==> src/slc_params.svh <==
/*
 file: register offsets, field positions, reset values and codes for the serial link control block
 assumes: included by the design file and the bench; no other definitions named SLC_
*/
`ifndef SLC_PARAMS_SVH
`define SLC_PARAMS_SVH
`define SLC_ADDR_CTRL2 8'h61
`define SLC_ADDR_STEP_LO 8'h62
`define SLC_ADDR_STEP_HI 8'h63
`define SLC_ADDR_STATUS 8'h6C
`define SLC_RST_CTRL2 8'h00
`define SLC_RST_STEP_LO 8'h01
`define SLC_RST_STEP_HI 8'h00
`define SLC_BIT_SYNC_SEL 7
`define SLC_BIT_SOFT_SYNC 6
`define SLC_BIT_LINK_UP 6
`define SLC_SYNC_MIN_FRAMES 3'h4
`define SLC_ALT_PATTERN 10'h155
`define SLC_K285_RD_NEG 10'h0FA
`define SLC_D215 10'h2AA
`define SLC_ILA_FRAMES 8'h04
`endif

==> src/slc_pkg.sv <==
/*
 file: types for the serial link control block
 assumes: slc_params.svh sits beside it
*/
package slc_pkg;
  typedef enum logic [3:0] {
    SLC_TP_NORMAL = 4'h0,
    SLC_TP_PRBS7 = 4'h1,
    SLC_TP_PRBS15 = 4'h2,
    SLC_TP_PRBS23 = 4'h3,
    SLC_TP_ILA = 4'h5,
    SLC_TP_RAMP = 4'h6,
    SLC_TP_K285 = 4'h7,
    SLC_TP_D215 = 4'h8,
    SLC_TP_LOW = 4'h9,
    SLC_TP_HIGH = 4'hA
  } slc_pattern_t;

  typedef enum logic [1:0] {
    SLC_ST_IDLE = 2'b00,
    SLC_ST_SYNC = 2'b01,
    SLC_ST_ILA = 2'b11,
    SLC_ST_DATA = 2'b10
  } slc_state_t;

  typedef struct packed {
    logic sync_sel;
    logic soft_sync_request_n;
    logic [1:0] rsvd;
    logic [3:0] link_test_pattern_sel;
  } slc_ctrl2_t;

  typedef struct packed {
    logic [9:0] symbol;
    logic is_ctrl;
  } slc_word_t;
endpackage

==> src/slc_link_ctrl.sv <==
/*
 file: register bank, sync source mux, test pattern generator and link status for one serial lane
 assumes: one frame clock; register port is a simple synchronous write/read strobe pair from the spi slave;
 sync pins already combined to one active-low level; the serializer drains lane_word_out with valid/ready
*/
// What this block does
// - bit 7 picks pins or software sync
// - software sync bit low requests sync
// - software sync ignored while pins selected
// - pattern selector bits 3:0, zero is normal
// - codes 1 and 2 send prbs7, prbs15
// - code 5 repeats ila, code 6 ramp
// - code 7 k28.5, code 8 d21.5
// - codes 9 and 10 hold lane low, high
// - ramp step 16 bits at 0x62 and 0x63
// - status bit 6 set once data flows
// - disabled link sends alternating 0101 stream
// - sync request needs four frame clocks
`timescale 1ns/1ps
`include "slc_params.svh"
module slc_link_ctrl #(
  parameter int SAMPLE_W = 16,
  parameter logic [7:0] ILA_FRAMES = `SLC_ILA_FRAMES
) (
  input wire logic ref_clk_in,
  input wire logic rst_b_in,
  input wire logic link_enable_in,
  input wire logic pin_sync_request_n_in,
  input wire logic reg_wr_in,
  input wire logic reg_rd_in,
  input wire logic [7:0] reg_addr_in,
  input wire logic [7:0] reg_wdata_in,
  input wire logic [SAMPLE_W-1:0] sample_in,
  input wire logic lane_ready_in,
  output logic [7:0] reg_rdata_out,
  output logic reg_rvalid_out,
  output logic [10:0] lane_word_out,
  output logic lane_valid_out,
  output logic link_up_out
);

  ////////////////////////////////////////////////////////////////////////////
  slc_pkg::slc_ctrl2_t ctrl2_ff;
  logic [15:0] ramp_step_value_ff;
  slc_pkg::slc_state_t state_ff;
  slc_pkg::slc_state_t nxt_state;
  logic [2:0] sync_cnt_ff;
  logic [7:0] ila_cnt_ff;
  logic [22:0] prbs_ff;
  logic [SAMPLE_W-1:0] ramp_ff;
  logic link_up_ff;
  logic int_sync_n;
  logic sync_held;
  slc_pkg::slc_word_t gen_word;
  logic gen_ready;
  slc_pkg::slc_word_t buf_ff [2];
  logic [1:0] buf_cnt_ff;
  logic buf_rd_ff;
  logic buf_wr_ff;
  logic push;
  logic pop;

  function automatic logic [9:0] fold_sample(input logic [SAMPLE_W-1:0] s);
    fold_sample = s[9:0];
  endfunction

  ////////////////////////////////////////////////////////////////////////////
  // register writes; software keeps reserved bits zero and step non-zero
  always_ff @(posedge ref_clk_in)
  begin
    if (!rst_b_in)
    begin
      ctrl2_ff <= `SLC_RST_CTRL2;
      ramp_step_value_ff <= {`SLC_RST_STEP_HI, `SLC_RST_STEP_LO};
    end
    else if (reg_wr_in)
    begin
      if (reg_addr_in == `SLC_ADDR_CTRL2)
        ctrl2_ff <= reg_wdata_in;
      if (reg_addr_in == `SLC_ADDR_STEP_LO)
        ramp_step_value_ff[7:0] <= reg_wdata_in;
      if (reg_addr_in == `SLC_ADDR_STEP_HI)
        ramp_step_value_ff[15:8] <= reg_wdata_in;
    end
  end

  always_ff @(posedge ref_clk_in)
  begin
    if (!rst_b_in)
    begin
      reg_rdata_out <= 8'h00;
      reg_rvalid_out <= 1'b0;
    end
    else
    begin
      reg_rvalid_out <= reg_rd_in;
      unique case (reg_addr_in)
        `SLC_ADDR_CTRL2: reg_rdata_out <= ctrl2_ff;
        `SLC_ADDR_STEP_LO: reg_rdata_out <= ramp_step_value_ff[7:0];
        `SLC_ADDR_STEP_HI: reg_rdata_out <= ramp_step_value_ff[15:8];
        `SLC_ADDR_STATUS: reg_rdata_out <= 8'(link_up_ff) << `SLC_BIT_LINK_UP;
        default: reg_rdata_out <= 8'h00;
      endcase
    end
  end

  ////////////////////////////////////////////////////////////////////////////
  // sync source select
  // soft bit ignored on pin source
  assign int_sync_n = ctrl2_ff.sync_sel ? ctrl2_ff.soft_sync_request_n : pin_sync_request_n_in;

  // count request length, short pulses ignored
  always_ff @(posedge ref_clk_in)
  begin
    if (!rst_b_in)
      sync_cnt_ff <= 3'h0;
    else if (int_sync_n)
      sync_cnt_ff <= 3'h0;
    else if (sync_cnt_ff != `SLC_SYNC_MIN_FRAMES)
      sync_cnt_ff <= sync_cnt_ff + 3'h1;
  end
  assign sync_held = (sync_cnt_ff == `SLC_SYNC_MIN_FRAMES);

  // link state: ila count only advances on words actually taken
  always_comb
  begin
    nxt_state = state_ff;
    unique case (state_ff)
      slc_pkg::SLC_ST_IDLE: if (link_enable_in) nxt_state = slc_pkg::SLC_ST_SYNC;
      // leaves only through a full request released or link disable, below
      slc_pkg::SLC_ST_SYNC: ;
      slc_pkg::SLC_ST_ILA: if (push && ila_cnt_ff == ILA_FRAMES - 8'h01) nxt_state = slc_pkg::SLC_ST_DATA;
      slc_pkg::SLC_ST_DATA: ;
    endcase
    if (!link_enable_in)
      nxt_state = slc_pkg::SLC_ST_IDLE;
    else if (sync_held && state_ff != slc_pkg::SLC_ST_IDLE)
      nxt_state = int_sync_n ? slc_pkg::SLC_ST_ILA : slc_pkg::SLC_ST_SYNC;
  end

  always_ff @(posedge ref_clk_in)
  begin
    if (!rst_b_in)
      state_ff <= slc_pkg::SLC_ST_IDLE;
    else
      state_ff <= nxt_state;
  end

  always_ff @(posedge ref_clk_in)
  begin
    if (!rst_b_in)
      ila_cnt_ff <= 8'h00;
    else if (state_ff != slc_pkg::SLC_ST_ILA || sync_held)
      ila_cnt_ff <= 8'h00;
    else if (push)
      ila_cnt_ff <= ila_cnt_ff + 8'h01;
  end

  // link up only with data flowing
  always_ff @(posedge ref_clk_in)
  begin
    if (!rst_b_in)
      link_up_ff <= 1'b0;
    else
      link_up_ff <= (nxt_state == slc_pkg::SLC_ST_DATA);
  end
  assign link_up_out = link_up_ff;

  ////////////////////////////////////////////////////////////////////////////
  // generators advance only when a word enters the buffer
  always_ff @(posedge ref_clk_in)
  begin
    if (!rst_b_in)
      prbs_ff <= 23'h7FFFFF;
    else if (push)
    begin
      unique case (ctrl2_ff.link_test_pattern_sel)
        slc_pkg::SLC_TP_PRBS7: prbs_ff <= {prbs_ff[21:0], prbs_ff[6] ^ prbs_ff[5]};
        slc_pkg::SLC_TP_PRBS15: prbs_ff <= {prbs_ff[21:0], prbs_ff[14] ^ prbs_ff[13]};
        slc_pkg::SLC_TP_PRBS23: prbs_ff <= {prbs_ff[21:0], prbs_ff[22] ^ prbs_ff[17]};
        default: prbs_ff <= prbs_ff;
      endcase
    end
  end

  always_ff @(posedge ref_clk_in)
  begin
    if (!rst_b_in)
      ramp_ff <= '0;
    else if (push && ctrl2_ff.link_test_pattern_sel == slc_pkg::SLC_TP_RAMP)
      ramp_ff <= ramp_ff + SAMPLE_W'(ramp_step_value_ff);
  end

  always_comb
  begin
    gen_word = '{symbol: 10'h000, is_ctrl: 1'b0};
    if (state_ff == slc_pkg::SLC_ST_IDLE)
      gen_word.symbol = `SLC_ALT_PATTERN;
    else
    begin
      unique case (ctrl2_ff.link_test_pattern_sel)
        slc_pkg::SLC_TP_PRBS7, slc_pkg::SLC_TP_PRBS15, slc_pkg::SLC_TP_PRBS23: gen_word.symbol = prbs_ff[9:0];
        slc_pkg::SLC_TP_ILA: gen_word = '{symbol: `SLC_K285_RD_NEG, is_ctrl: 1'b1};
        slc_pkg::SLC_TP_RAMP: gen_word.symbol = fold_sample(ramp_ff);
        slc_pkg::SLC_TP_K285: gen_word = '{symbol: `SLC_K285_RD_NEG, is_ctrl: 1'b1};
        slc_pkg::SLC_TP_D215: gen_word.symbol = `SLC_D215;
        slc_pkg::SLC_TP_LOW: gen_word.symbol = 10'h000;
        slc_pkg::SLC_TP_HIGH: gen_word.symbol = 10'h3FF;
        default:
        begin
          if (state_ff == slc_pkg::SLC_ST_DATA)
            gen_word.symbol = fold_sample(sample_in);
          else
            gen_word = '{symbol: `SLC_K285_RD_NEG, is_ctrl: 1'b1};
        end
      endcase
    end
  end

  ////////////////////////////////////////////////////////////////////////////
  // two-entry buffer: serializer stall loses no word
  assign gen_ready = (buf_cnt_ff != 2'h2);
  assign push = gen_ready;
  assign pop = lane_valid_out && lane_ready_in;

  always_ff @(posedge ref_clk_in)
  begin
    if (!rst_b_in)
    begin
      buf_cnt_ff <= 2'h0;
      buf_rd_ff <= 1'b0;
      buf_wr_ff <= 1'b0;
    end
    else
    begin
      buf_cnt_ff <= buf_cnt_ff + 2'(push) - 2'(pop);
      if (push)
        buf_wr_ff <= ~buf_wr_ff;
      if (pop)
        buf_rd_ff <= ~buf_rd_ff;
    end
  end

  always_ff @(posedge ref_clk_in)
  begin
    if (push)
      buf_ff[buf_wr_ff] <= gen_word;
  end

  always_ff @(posedge ref_clk_in)
  begin
    if (!rst_b_in)
    begin
      lane_valid_out <= 1'b0;
      lane_word_out <= 11'h000;
    end
    else
    begin
      lane_valid_out <= (buf_cnt_ff + 2'(push) - 2'(pop)) != 2'h0;
      if (!lane_valid_out || pop)
        lane_word_out <= (buf_cnt_ff - 2'(pop)) != 2'h0 ? buf_ff[buf_rd_ff ^ pop] : gen_word;
    end
  end

  ////////////////////////////////////////////////////////////////////////////
  // short request never restarts sync
  a_sync_short_ignored: assert property (@(posedge ref_clk_in) disable iff (!rst_b_in)
    state_ff == slc_pkg::SLC_ST_DATA && link_enable_in && !sync_held |=> state_ff == slc_pkg::SLC_ST_DATA)
    else $error("link left data without full sync request");
  a_pin_source_used: assert property (@(posedge ref_clk_in) disable iff (!rst_b_in)
    !ctrl2_ff.sync_sel && !pin_sync_request_n_in [*4] ##1 link_enable_in |-> sync_held)
    else $error("pin request not counted");
  a_link_up_data: assert property (@(posedge ref_clk_in) disable iff (!rst_b_in)
    $rose(link_up_ff) |-> $past(state_ff) == slc_pkg::SLC_ST_ILA && $past(ila_cnt_ff) == ILA_FRAMES - 8'h01)
    else $error("link up without complete alignment sequence");
  a_disable_idle: assert property (@(posedge ref_clk_in) disable iff (!rst_b_in)
    !link_enable_in |=> state_ff == slc_pkg::SLC_ST_IDLE && !link_up_ff)
    else $error("disabled link not idle");
  a_step_write: assert property (@(posedge ref_clk_in) disable iff (!rst_b_in)
    reg_wr_in && reg_addr_in == `SLC_ADDR_STEP_HI |=> ramp_step_value_ff[15:8] == $past(reg_wdata_in))
    else $error("step high byte not stored");
  a_buffer_bound: assert property (@(posedge ref_clk_in) disable iff (!rst_b_in)
    buf_cnt_ff <= 2'h2)
    else $error("buffer overflow");
  c_link_up: cover property (@(posedge ref_clk_in) disable iff (!rst_b_in) $rose(link_up_ff));
  c_stall: cover property (@(posedge ref_clk_in) disable iff (!rst_b_in) buf_cnt_ff == 2'h2);
  c_resync: cover property (@(posedge ref_clk_in) disable iff (!rst_b_in) link_up_ff ##1 sync_held);

endmodule // slc_link_ctrl

==> config.mk <==
export PLATFORM = sky130hd
export DESIGN_NAME = slc_link_ctrl
export DESIGN_NICKNAME = d
export VERILOG_FILES = /design/src/slc_pkg.sv /design/src/slc_link_ctrl.sv
export VERILOG_INCLUDE_DIRS = /design/src /design/src/src
export SDC_FILE = /design/constraint.sdc
export NUM_CORES = 1
export LEC_CHECK = 0
export BUFFER_PORTS_ARGS = -buffer_cell sky130_fd_sc_hd__buf_2
export CORE_MARGIN = 2
export CORE_UTILIZATION = 50
export DETAILED_ROUTE_END_ITERATION = 12
export PLACE_DENSITY = 0.72
export SYNTH_ARGS = -nofsm -noshare
export SYNTH_HDL_FRONTEND = slang
export SYNTH_SLANG_ARGS = --single-unit
export TNS_END_PERCENT = 100
==> constraint.sdc <==
create_clock -name ref_clk_in -period 3.5 [get_ports ref_clk_in]
set_input_delay 0.7 -clock ref_clk_in [delete_from_list [all_inputs] [get_ports ref_clk_in]]
set_output_delay 0.7 -clock ref_clk_in [all_outputs]
set_load 0.005 [all_outputs]
=== Word level (Yosys, flattened, before mapping) ===
Memories as Yosys holds them, arrays and structs flattened.
Index checks and enable logic that the tools add are counted.

* Mux-type cells: 17
* Add/subtract/negate cells: 6
* Equality and inequality tests: 21
* Bitwise operators: 7
* Reductions and logical operators: 21

{| class="wikitable"
|+ Operators by type and width
! operator !! count
|-
| $pmux W23 S3 || 1
|-
| $pmux W10 S6 || 1
|-
| $eq A8 B7 Y1 const B || 4
|-
| $pmux W8 S4 || 1
|-
| $mux W10 || 2
|-
| $add A16 B16 Y16 || 1
|-
| $eq A4 B3 Y1 const B || 3
|-
| $eq A4 B4 Y1 const B || 3
|-
| $mux W11 || 1
|-
| $add A8 B1 Y8 const B || 1
|-
| $eq A4 B2 Y1 const B || 2
|-
| $eq A8 B2 Y1 const B || 1
|-
| $mux W2 || 4
|-
| $reduce_and A2 Y1 || 4
|-
| $reduce_or A7 Y1 || 1
|-
| $eq A2 B2 Y1 const B || 3
|-
| $reduce_bool A2 Y1 || 3
|-
| $reduce_or A2 Y1 || 3
|-
| $mux W1 || 5
|-
| $eq A4 B1 Y1 const B || 1
|-
| $logic_and A1 B1 Y1 || 4
|-
| $ne A2 B2 Y1 const B || 2
|-
| $pmux W2 S2 || 1
|-
| $sub A2 B1 Y2 || 2
|-
| other kinds (12) || 18
|}

* Word-level logic and storage cells: 92
* Bits of input ports: 39
* Output and inout port bits: 22
* Memories kept: 1
* Memory bits (writable): 22
* Bits in registers: 102

{| class="wikitable"
|+ Memories
! memory !! depth !! bits a word !! rd ports !! clocked after memory_dff !! write ports !! line !! source
|-
| buf_ff || 2 || 11 || 1 || 0 || 1 || slc_link_ctrl.sv:56 || <nowiki>slc_pkg::slc_word_t buf_ff [2];</nowiki>
|}

=== Logic depth before layout (Yosys ltp) ===
Gate-level depths: netlist (run 1).

* Depth after elaboration: 7
* Gate-level depth with buffers: 8
* Gate-level depth less buffers: 7

=== Worst setup path after synthesis (run 1) ===
OpenSTA, ideal clock, no wires.

* Path type: input to register
* Start point: input port lane_ready_in
* End point: register lane_word_out[8]
* Data arrival time: 2017 ps
* Setup slack: 1424 ps
* Data required time: 3440 ps
* Path buffers: 1
* Stages on the path: 8
* Setup time: 60 ps
* Cell sequence: and2_1 > ha_1 > xnor2_1 > and2_1 > buf_1 > nor2_1 > a21oi_1 > o311a_1

* Word-level cells in the longest chain between the ends: 4

{| class="wikitable"
|+ RTL lines
! what !! line !! source
|-
| start: declaration || slc_link_ctrl.sv:34 || <nowiki>input wire logic lane_ready_in,</nowiki>
|-
| $logic_and A1 B1 Y1 (*) || slc_link_ctrl.sv:224 || <nowiki>assign pop = lane_valid_out && lane_ready_in;</nowiki>
|-
| $sub A2 B1 Y2 or $xor A1 B1 Y1 (tied branches) || slc_link_ctrl.sv:261 || <nowiki>lane_word_out <= (buf_cnt_ff - 2'(pop)) != 2'h0 ? buf_ff[buf_rd_ff ^ pop] : gen_word;</nowiki>
|-
| $reduce_bool A2 Y1 or $mem_v2 Z2 W11 (tied branches) || - ||
|-
| $mux W11 || slc_link_ctrl.sv:261 ||
|-
| end signal: assignment || slc_link_ctrl.sv:261 ||
|-
| end: declaration || slc_link_ctrl.sv:37 || <nowiki>output logic [10:0] lane_word_out,</nowiki>
|}

Mark *: on every way between the ends. The rest lies on a longest branch, timed or not.
A chain may end at the register's enable or synchronous reset.

==> summary.md, run 1 <==
| Metric | Value |
|---|---|
| Status | `finished clean` |
| Fin crit share | `0.660` |
| DRT iter0 DRCs | `374` |
| Largest net degree at the start of global routing | `46` |
| Headroom to the max-slew limit | `0.299` |
| Kind of critical path | `reg -> reg` |
| Leakage | `2.67 nW` |
| Synth Area in XOR/XNOR | `0.0219` |
| Hold WC Path Type | `in -> reg` |
| Syn_nets | `651` |
| Hold-fix buffers at CTS | `0` |
| Final setup vio count | `0` |
| Cells on Worst Hold Path | `2` |
| Area of the core | `0.0109 sq mm` |
| WP data arrival | `2.73 ns` |
| GPL Wtd Cong | `0.850` |
| Max Cap Viol | `0` |
| First-pass GRT wire length | `20200 microns` |
| Avg Cell Area, Syn | `9.45 sq um` |
| Antenna viol nets, final | `0` |
| Die footprint | `0.0121 sq mm` |
| Synthesis Warnings | `0` |
| Worst-case clock buffer depth | `2` |
| CTS H-tree depth | `4` |
| Placed Area | `0.00596 sq mm` |
| Crit start category | `flop` |
| Max Freq | `433 MHz` |
| Final Skew | `0.0116 ns` |
| HPWL after DPL | `8530 microns` |
| Top_reg_cell synth | `dfxtp_1` |
| Final Cell Area | `0.00653 sq mm` |
| Post-synthesis sequential area ratio | `0.460` |
| Leading cell type in the layout, fill and taps excluded | `dfxtp_1` |
| Area growth syn-to-layout | `16.4%` |
| I/O pin count | `61` |
| Worst reg2reg path depth | `5` |
| DRC | `0` |
| Vias in the first global route | `4307` |
| Post-route setup TNS | `0 ns` |
| Synthesized instance count | `594` |
| Die W | `110 microns` |
| Slowest stage delay, CP | `0.82 ns` |
| Share of cells above drive strength 1 | `0.164` |
| Reg clk slew, reported paths | `0.06 ns` |
| Fin. max-slew vios | `0` |
| PortBufs | `54` |
| CP max FO | `23` |
| CP endpoint kind | `flop` |
| Root Driver | `clkbuf_8` |
| Clk_lat worst skew | `0.54 ns` |
| Async set-reset flop share out of synthesis | `0` |
| Initial Util | `0.515` |
| CTS buffer count | `17` |
| Worst EP required | `3.92 ns` |
| Initial antenna violation count | `0` |
| PwrDens | `604 mW/mm^2` |
| CTS Sinks | `118` |
| Pre-CTS WS | `1.16 ns` |
| Hold Violations, Final | `0` |
| VDD IR max | `348 uV` |
| CP max-delay cell | `dfxtp_1` |
| RSZ-0062 raised after global routing | `no` |
| Row Count | `38` |
| Total chip power | `3.95 mW` |
| TritonCTS clock tree | `done` |
| Global route overflow | `0` |
| Post_cts resized | `0` |
| Post-synthesis register bit count | `118` |
| CP cell instances | `o21ba_4, a211oi_4, and2b_1, nor3_1, o311a_1` |
| Final min period | `2.31 ns` |
| Adder-cell share of the synthesized area | `0.0415` |
| Setup ws final | `1.19 ns` |
| Synthesized-area fraction occupied by and/or/nand/nor cells | `0.233` |
| Synth Area in Compound Gates | `0.126` |
| Drt pass-1 iters | `5` |
| # diodes | `0` |
| Mapped cell area | `0.00561 sq mm` |
| Final net count | `698` |
| Slew @ Worst Pin | `1.05 ns` |
| EDFF count, synth | `22` |
| Final Hold Slack | `0.379 ns` |
| Total Routed Length | `12400 microns` |
| DR WL/cell | `15.6 microns` |
| Post-synthesis mux area share | `0.0823` |
| Commonest cells after routing, fill and taps aside | `dfxtp_1, nand2_1, buf_2, nand3_1` |
| Largest family of logic cells by synthesized area | `simple AND/OR/NAND/NOR gates` |
| Postcts setup bufs | `0` |
| Via density per instance | `5.71` |
| Distinct cells, synth | `62` |
| Die Y-Extent | `110 microns` |
| Total GRT Usage | `0.218` |
| Via count | `4533` |
==> worst max-delay path: cells and delay by family (launching register included) <==
kind	cells	cell delay (ns)
compound gates	3	1.10
flops	1	0.82
simple gates	2	0.27
==> metal layers <==
metal  global-route usage  up-vias  part of all wire
li1                     -     2223                 -
met1                0.269     2155              0.45
met2                0.361      133              0.48
met3               0.0652       22             0.059
met4               0.0796        0             0.018
met5                    0        -                 0
==> power breakdown <==
group | switching [mW] | internal, mW | total (mW) | leakage (nW)
Clock | 0.616 | 1.08 | 1.69 | 0.272
Combinational | 0.374 | 0.276 | 0.651 | 1.43
Sequential | 0.0547 | 1.55 | 1.60 | 0.978
==> registers in the layout, indices dropped and copies added (netlist names) <==
name and cells:
buf_ff 22, ctrl2_ff 8, reg_rdata_out 8, link_up_out 1, prbs_ff 23, lane_word_out 11, buf_wr_ff 1, buf_cnt_ff 2
lane_valid_out 1, ila_cnt_ff 8, state_ff 2, ramp_step_value_ff 16, buf_rd_ff 1, reg_rvalid_out 1, ramp_ff 10, sync_cnt_ff 3
==> layout make-up <==
cell class | count | area [sq um]
Sequential cell | 118 | 2580
Tap cell | 140 | 175
Clock buffer | 19 | 422
Timing Repair Buffer | 60 | 315
Multi-Input combinational cell | 431 | 2830
Inverter | 13 | 48.8
Fill cell | 925 | 4350
Clock inverter | 13 | 156
==> cells in the mapped netlist (all sizes together) (15+ instances only) <==
library cell | n | area share
dfxtp | 96 | 0.34
edfxtp | 22 | 0.12
nand2 | 78 | 0.052
buf | 17 | 0.016
mux2i | 36 | 0.064
nor2b | 36 | 0.040
nor2 | 36 | 0.025
clkbuf | 15 | 0.010
a21oi | 26 | 0.023
o21ai | 16 | 0.014
ha | 17 | 0.038
nand3 | 43 | 0.038
==> logic make-up (layout without fill, tap and decap cells) <==
family                   count (synthesis)  count (layout)
AND/OR/NAND/NOR                        254             254
AO/OA/AOI/OAI                          100             100
multiplexers                            45              45
flip-flops                             118             118
adder cells (fa/ha/maj)                 18              18
buffers and inverters                   45             105
XOR/XNOR                                14              14
==> stage by stage <==
step | cells | utilization
floorplan | 594 | -
global placement | 762 | 0.547
detailed placement | 762 | 0.547
CTS | 794 | 0.600
global route | 794 | 0.600
finish | 794 | 0.600
==> worst paths after layout <==
check	end	startpoint	slack (ns)
worst max-delay path	lane_word_out[4]$_SDFFE_PN0P_	ctrl2_ff[3]$_SDFFE_PN0P_	1.19
worst min-delay path	reg_rvalid_out$_SDFF_PN0_	reg_rd_in	0.38
worst max register to register	lane_word_out[4]$_SDFFE_PN0P_	ctrl2_ff[3]$_SDFFE_PN0P_	1.19
worst min register to register	prbs_ff[17]$_SDFFE_PN1P_	prbs_ff[16]$_SDFFE_PN1P_	0.47
Power figures use the tool's default switching activity.
==> inputs of run 2 (changes only) <==
--- a/config.mk
+++ b/config.mk
@@ -6,11 +6,12 @@
 export SDC_FILE = /design/constraint.sdc
 export NUM_CORES = 1
 export LEC_CHECK = 0
+export ABC_AREA = 1
 export BUFFER_PORTS_ARGS = -buffer_cell sky130_fd_sc_hd__buf_2
 export CORE_MARGIN = 2
 export CORE_UTILIZATION = 50
 export DETAILED_ROUTE_END_ITERATION = 12
-export PLACE_DENSITY = 0.72
+export PLACE_DENSITY = 0.74
 export SYNTH_ARGS = -nofsm -noshare
 export SYNTH_HDL_FRONTEND = slang
 export SYNTH_SLANG_ARGS = --single-unit
==> constraint.sdc (replaced) <==
create_clock -name ref_clk_in -period 2.1 [get_ports ref_clk_in]
set_input_delay 0.42 -clock ref_clk_in [delete_from_list [all_inputs] [get_ports ref_clk_in]]
set_output_delay 0.42 -clock ref_clk_in [all_outputs]
set_load 0.005 [all_outputs]
==> summary.md, run 2 <==
| Metric | Value |
|---|---|
| Area of the core | `0.0113 sq mm (+4.0%)` |
| Initial antenna violation count | `0 (unchanged)` |
| Synth cell count leaders | `nand2_1, inv_1, dfxtp_1` |
| Fill cells | `995 (+7.6%)` |
| Post_cts resized | `0 (unchanged)` |
| Commonest cells after routing, fill and taps aside | `nand2_1, inv_1, dfxtp_1, o21ai_0, a21oi_1` |
| Slowest stage delay, CP | `0.38 ns (-0.44 ns)` |
| Total Routed Length | `13800 microns (+11%)` |
| Largest register FFs | `23 (unchanged)` |
| Met2 routed WL | `6780 microns (+15%)` |
| Final Skew | `0.00768 ns (-0.00388 ns)` |
| Total chip power | `6.56 mW (+66%)` |
| Largest reg by FF count | `prbs_ff` |
| Fin crit share | `0.841 (+0.181)` |
| Die footprint | `0.0123 sq mm (+2.1%)` |
| CP max FO | `11 (-52%)` |
| Top_reg_cell synth | `dfxtp_1` |
| Headroom to the max-slew limit | `0.593 (+0.294)` |
| Register area | `0.00258 sq mm (unchanged)` |
| Post-synth top area share | `0.335 (-0.00740)` |
| WP data arrival | `1.93 ns (-0.80 ns)` |
| Area occupied by multi-input gates | `0.00258 sq mm (-9.1%)` |
| RSZ-0062 raised after global routing | `no` |
| Area growth syn-to-layout | `17.0%` |
| Kind of critical path | `reg -> reg` |
| Reg clk slew, reported paths | `0.05 ns (about the same)` |
| Leading cell type in the layout, fill and taps excluded | `nand2_1` |
| Crit path top cell by count | `inv_1` |
| CP max-delay cell | `dfxtp_1` |
| Fin. max-slew vios | `0 (unchanged)` |
| Worst setup path start | `state_ff[1]$_SDFF_PN0_` |
| CTS Sinks | `118 (unchanged)` |
| Row Count | `39 (+2.6%)` |
| GPL Wtd Cong | `0.839 (-1.3%)` |
| Drt pass-1 iters | `5 (unchanged)` |
| CTS buffer count | `17 (unchanged)` |
| Min-delay src | `reg_rd_in` |
| Crit start category | `flop` |
| Final net count | `877 (+26%)` |
| Hold WC Path Type | `in -> reg` |
| Global route overflow | `0 (unchanged)` |
| CTS H-tree depth | `4 (unchanged)` |
| HPWL after DPL | `10000 microns (+17%)` |
| DR WL/cell | `14.2 microns (-9.4%)` |
| Mapped cell area | `0.00574 sq mm (+2.2%)` |
| Vias in the first global route | `4926 (+14%)` |
| Dominant cell type by area after synthesis | `dfxtp_1` |
| Post-synthesis sequential area ratio | `0.450 (-0.00994)` |
| Synthesis Warnings | `0 (unchanged)` |
| Via count | `5151 (+14%)` |
| Final Hold Slack | `0.187 ns (-0.192 ns)` |
| Die W | `111 microns (+1.1%)` |
| Share of cells above drive strength 1 | `0.155 (-0.00875)` |
| Die Y-Extent | `111 microns (+1.1%)` |
| Max Freq | `566 MHz (+31%)` |
| TritonCTS clock tree | `done` |
| Met3 WL | `889 microns (+21%)` |
| Main area contributors after synthesis | `dfxtp_1, nand2_1, edfxtp_1, inv_1, a21oi_1` |
| DRC | `0 (unchanged)` |
| Slew @ Worst Pin | `0.611 ns (-0.437 ns)` |
| Total GRT Usage | `0.233 (+0.0147)` |
| Biggest regs | `prbs_ff: 23 flops, buf_ff: 22 flops, ramp_step_value_ff: 16 flops` |
| Via density per instance | `5.28 (-7.6%)` |
| CP endpoint kind | `flop` |
| I/O pin count | `61 (unchanged)` |
| Clk_lat worst skew | `0.42 ns (-0.12 ns)` |
| Post-route setup TNS | `0 ns (unchanged)` |
| Leakage | `3.23 nW (+21%)` |
| Final setup vio count | `0 (unchanged)` |
| Max Cap Viol | `0 (unchanged)` |
| Post-synthesis register bit count | `118 (unchanged)` |
| Synthesized instance count | `758 (+28%)` |
| Setup ws final | `0.333 ns (-0.857 ns)` |
| Final min period | `1.77 ns (-0.543 ns)` |
| EDFF count, synth | `22 (unchanged)` |
| Worst-case clock buffer depth | `2 (unchanged)` |
| PortBufs | `54 (unchanged)` |
| Status | `finished clean` |
| Initial Util | `0.507 (-0.00877)` |
| Avg Cell Area, Syn | `7.57 sq um (-20%)` |
| Pre-CTS WS | `0.313 ns (-0.849 ns)` |
| Hold Violations, Final | `0 (unchanged)` |
| Reg-to-reg startpoint | `state_ff[1]$_SDFF_PN0_` |
| Largest net degree at the start of global routing | `61 (+33%)` |
| Top-count cell post-synth | `nand2_1` |
| Postcts setup bufs | `0 (unchanged)` |
| Worst EP required | `2.26 ns (-1.66 ns)` |
| First-pass GRT wire length | `23100 microns (+14%)` |
| Root Driver | `clkbuf_16` |
| Placed cells | `944 (+24%)` |
| Fin cells | `976 (+23%)` |
| # diodes | `0 (unchanged)` |
| Antenna viol nets, final | `0 (unchanged)` |
| DRT iter0 DRCs | `412 (+10%)` |
| PwrDens | `978 mW/mm^2 (+62%)` |
| Highest metal layer with signal wires | `met4` |
| Async set-reset flop share out of synthesis | `0 (unchanged)` |
| Hold-fix buffers at CTS | `0 (unchanged)` |
| VDD IR max | `812 uV (+130%)` |
| Syn_nets | `815 (+25%)` |
| WL met1 | `5840 microns (+5.1%)` |
| CP cell instances | `inv_1, ha_1, inv_1, o21ai_0, nor2_1, inv_1` |
| Distinct cells, synth | `37 (-40%)` |
[run 2: worst paths after layout]
kind | end | cells past startpoint | slack (ns)
max | buf_ff[1][9]$_DFFE_PP_ | 6 | 0.33
max reg2reg | buf_ff[1][9]$_DFFE_PP_ | 6 | 0.33
min | reg_rvalid_out$_SDFF_PN0_ | 3 | 0.19
min reg2reg | prbs_ff[12]$_SDFFE_PN1P_ | 2 | 0.46
[run 2: final cells by class]
| class | count | area share |
|---|---|---|
| Multi-Input combinational cell | 498 | 0.384 |
| Clock buffer | 23 | 0.0729 |
| Tap cell | 143 | 0.0267 |
| Timing Repair Buffer | 66 | 0.0537 |
| Sequential cell | 118 | 0.385 |
| Inverter | 119 | 0.0666 |
| Clock inverter | 9 | 0.0110 |
[run 2: report_power, final]
group	internal, mW	switching, mW
Combinational	0.416	0.741
Sequential	2.57	0.0919
Clock	1.74	0.999
[run 2: kinds of logic after synthesis]
group / Yosys count / share of synthesized area
simple gates: 317 / 0.248
compound gates: 152 / 0.144
buf+inv: 142 / 0.100
flops: 118 / 0.450
fa+ha+maj: 18 / 0.0406
xor+xnor: 10 / 0.0153
mux: 1 / 0.00175
[run 2: stage by stage]
step	area [sq um]	util
after floorplan	5740	-
after global placement	6150	0.543
after detailed placement	6150	0.543
after CTS	6710	0.593
after global routing	6710	0.593
final	6710	0.593
[run 2: worst max-delay path: cells and delay by family, from the launching register on]
family                     cells  cell delay, ns
buffers and inverters          3            0.45
AOI/OAI and AO/OA              1            0.14
adders and majority gates      1            0.29
DFF                            1            0.38
and+or+nand+nor                1            0.24
[run 2: metal layers]
metal | GRT usage | vias up
li1 | - | 2592
met1 | 0.283 | 2379
met2 | 0.396 | 153
met3 | 0.0683 | 27
met4 | 0.0823 | 0
met5 | 0 | -
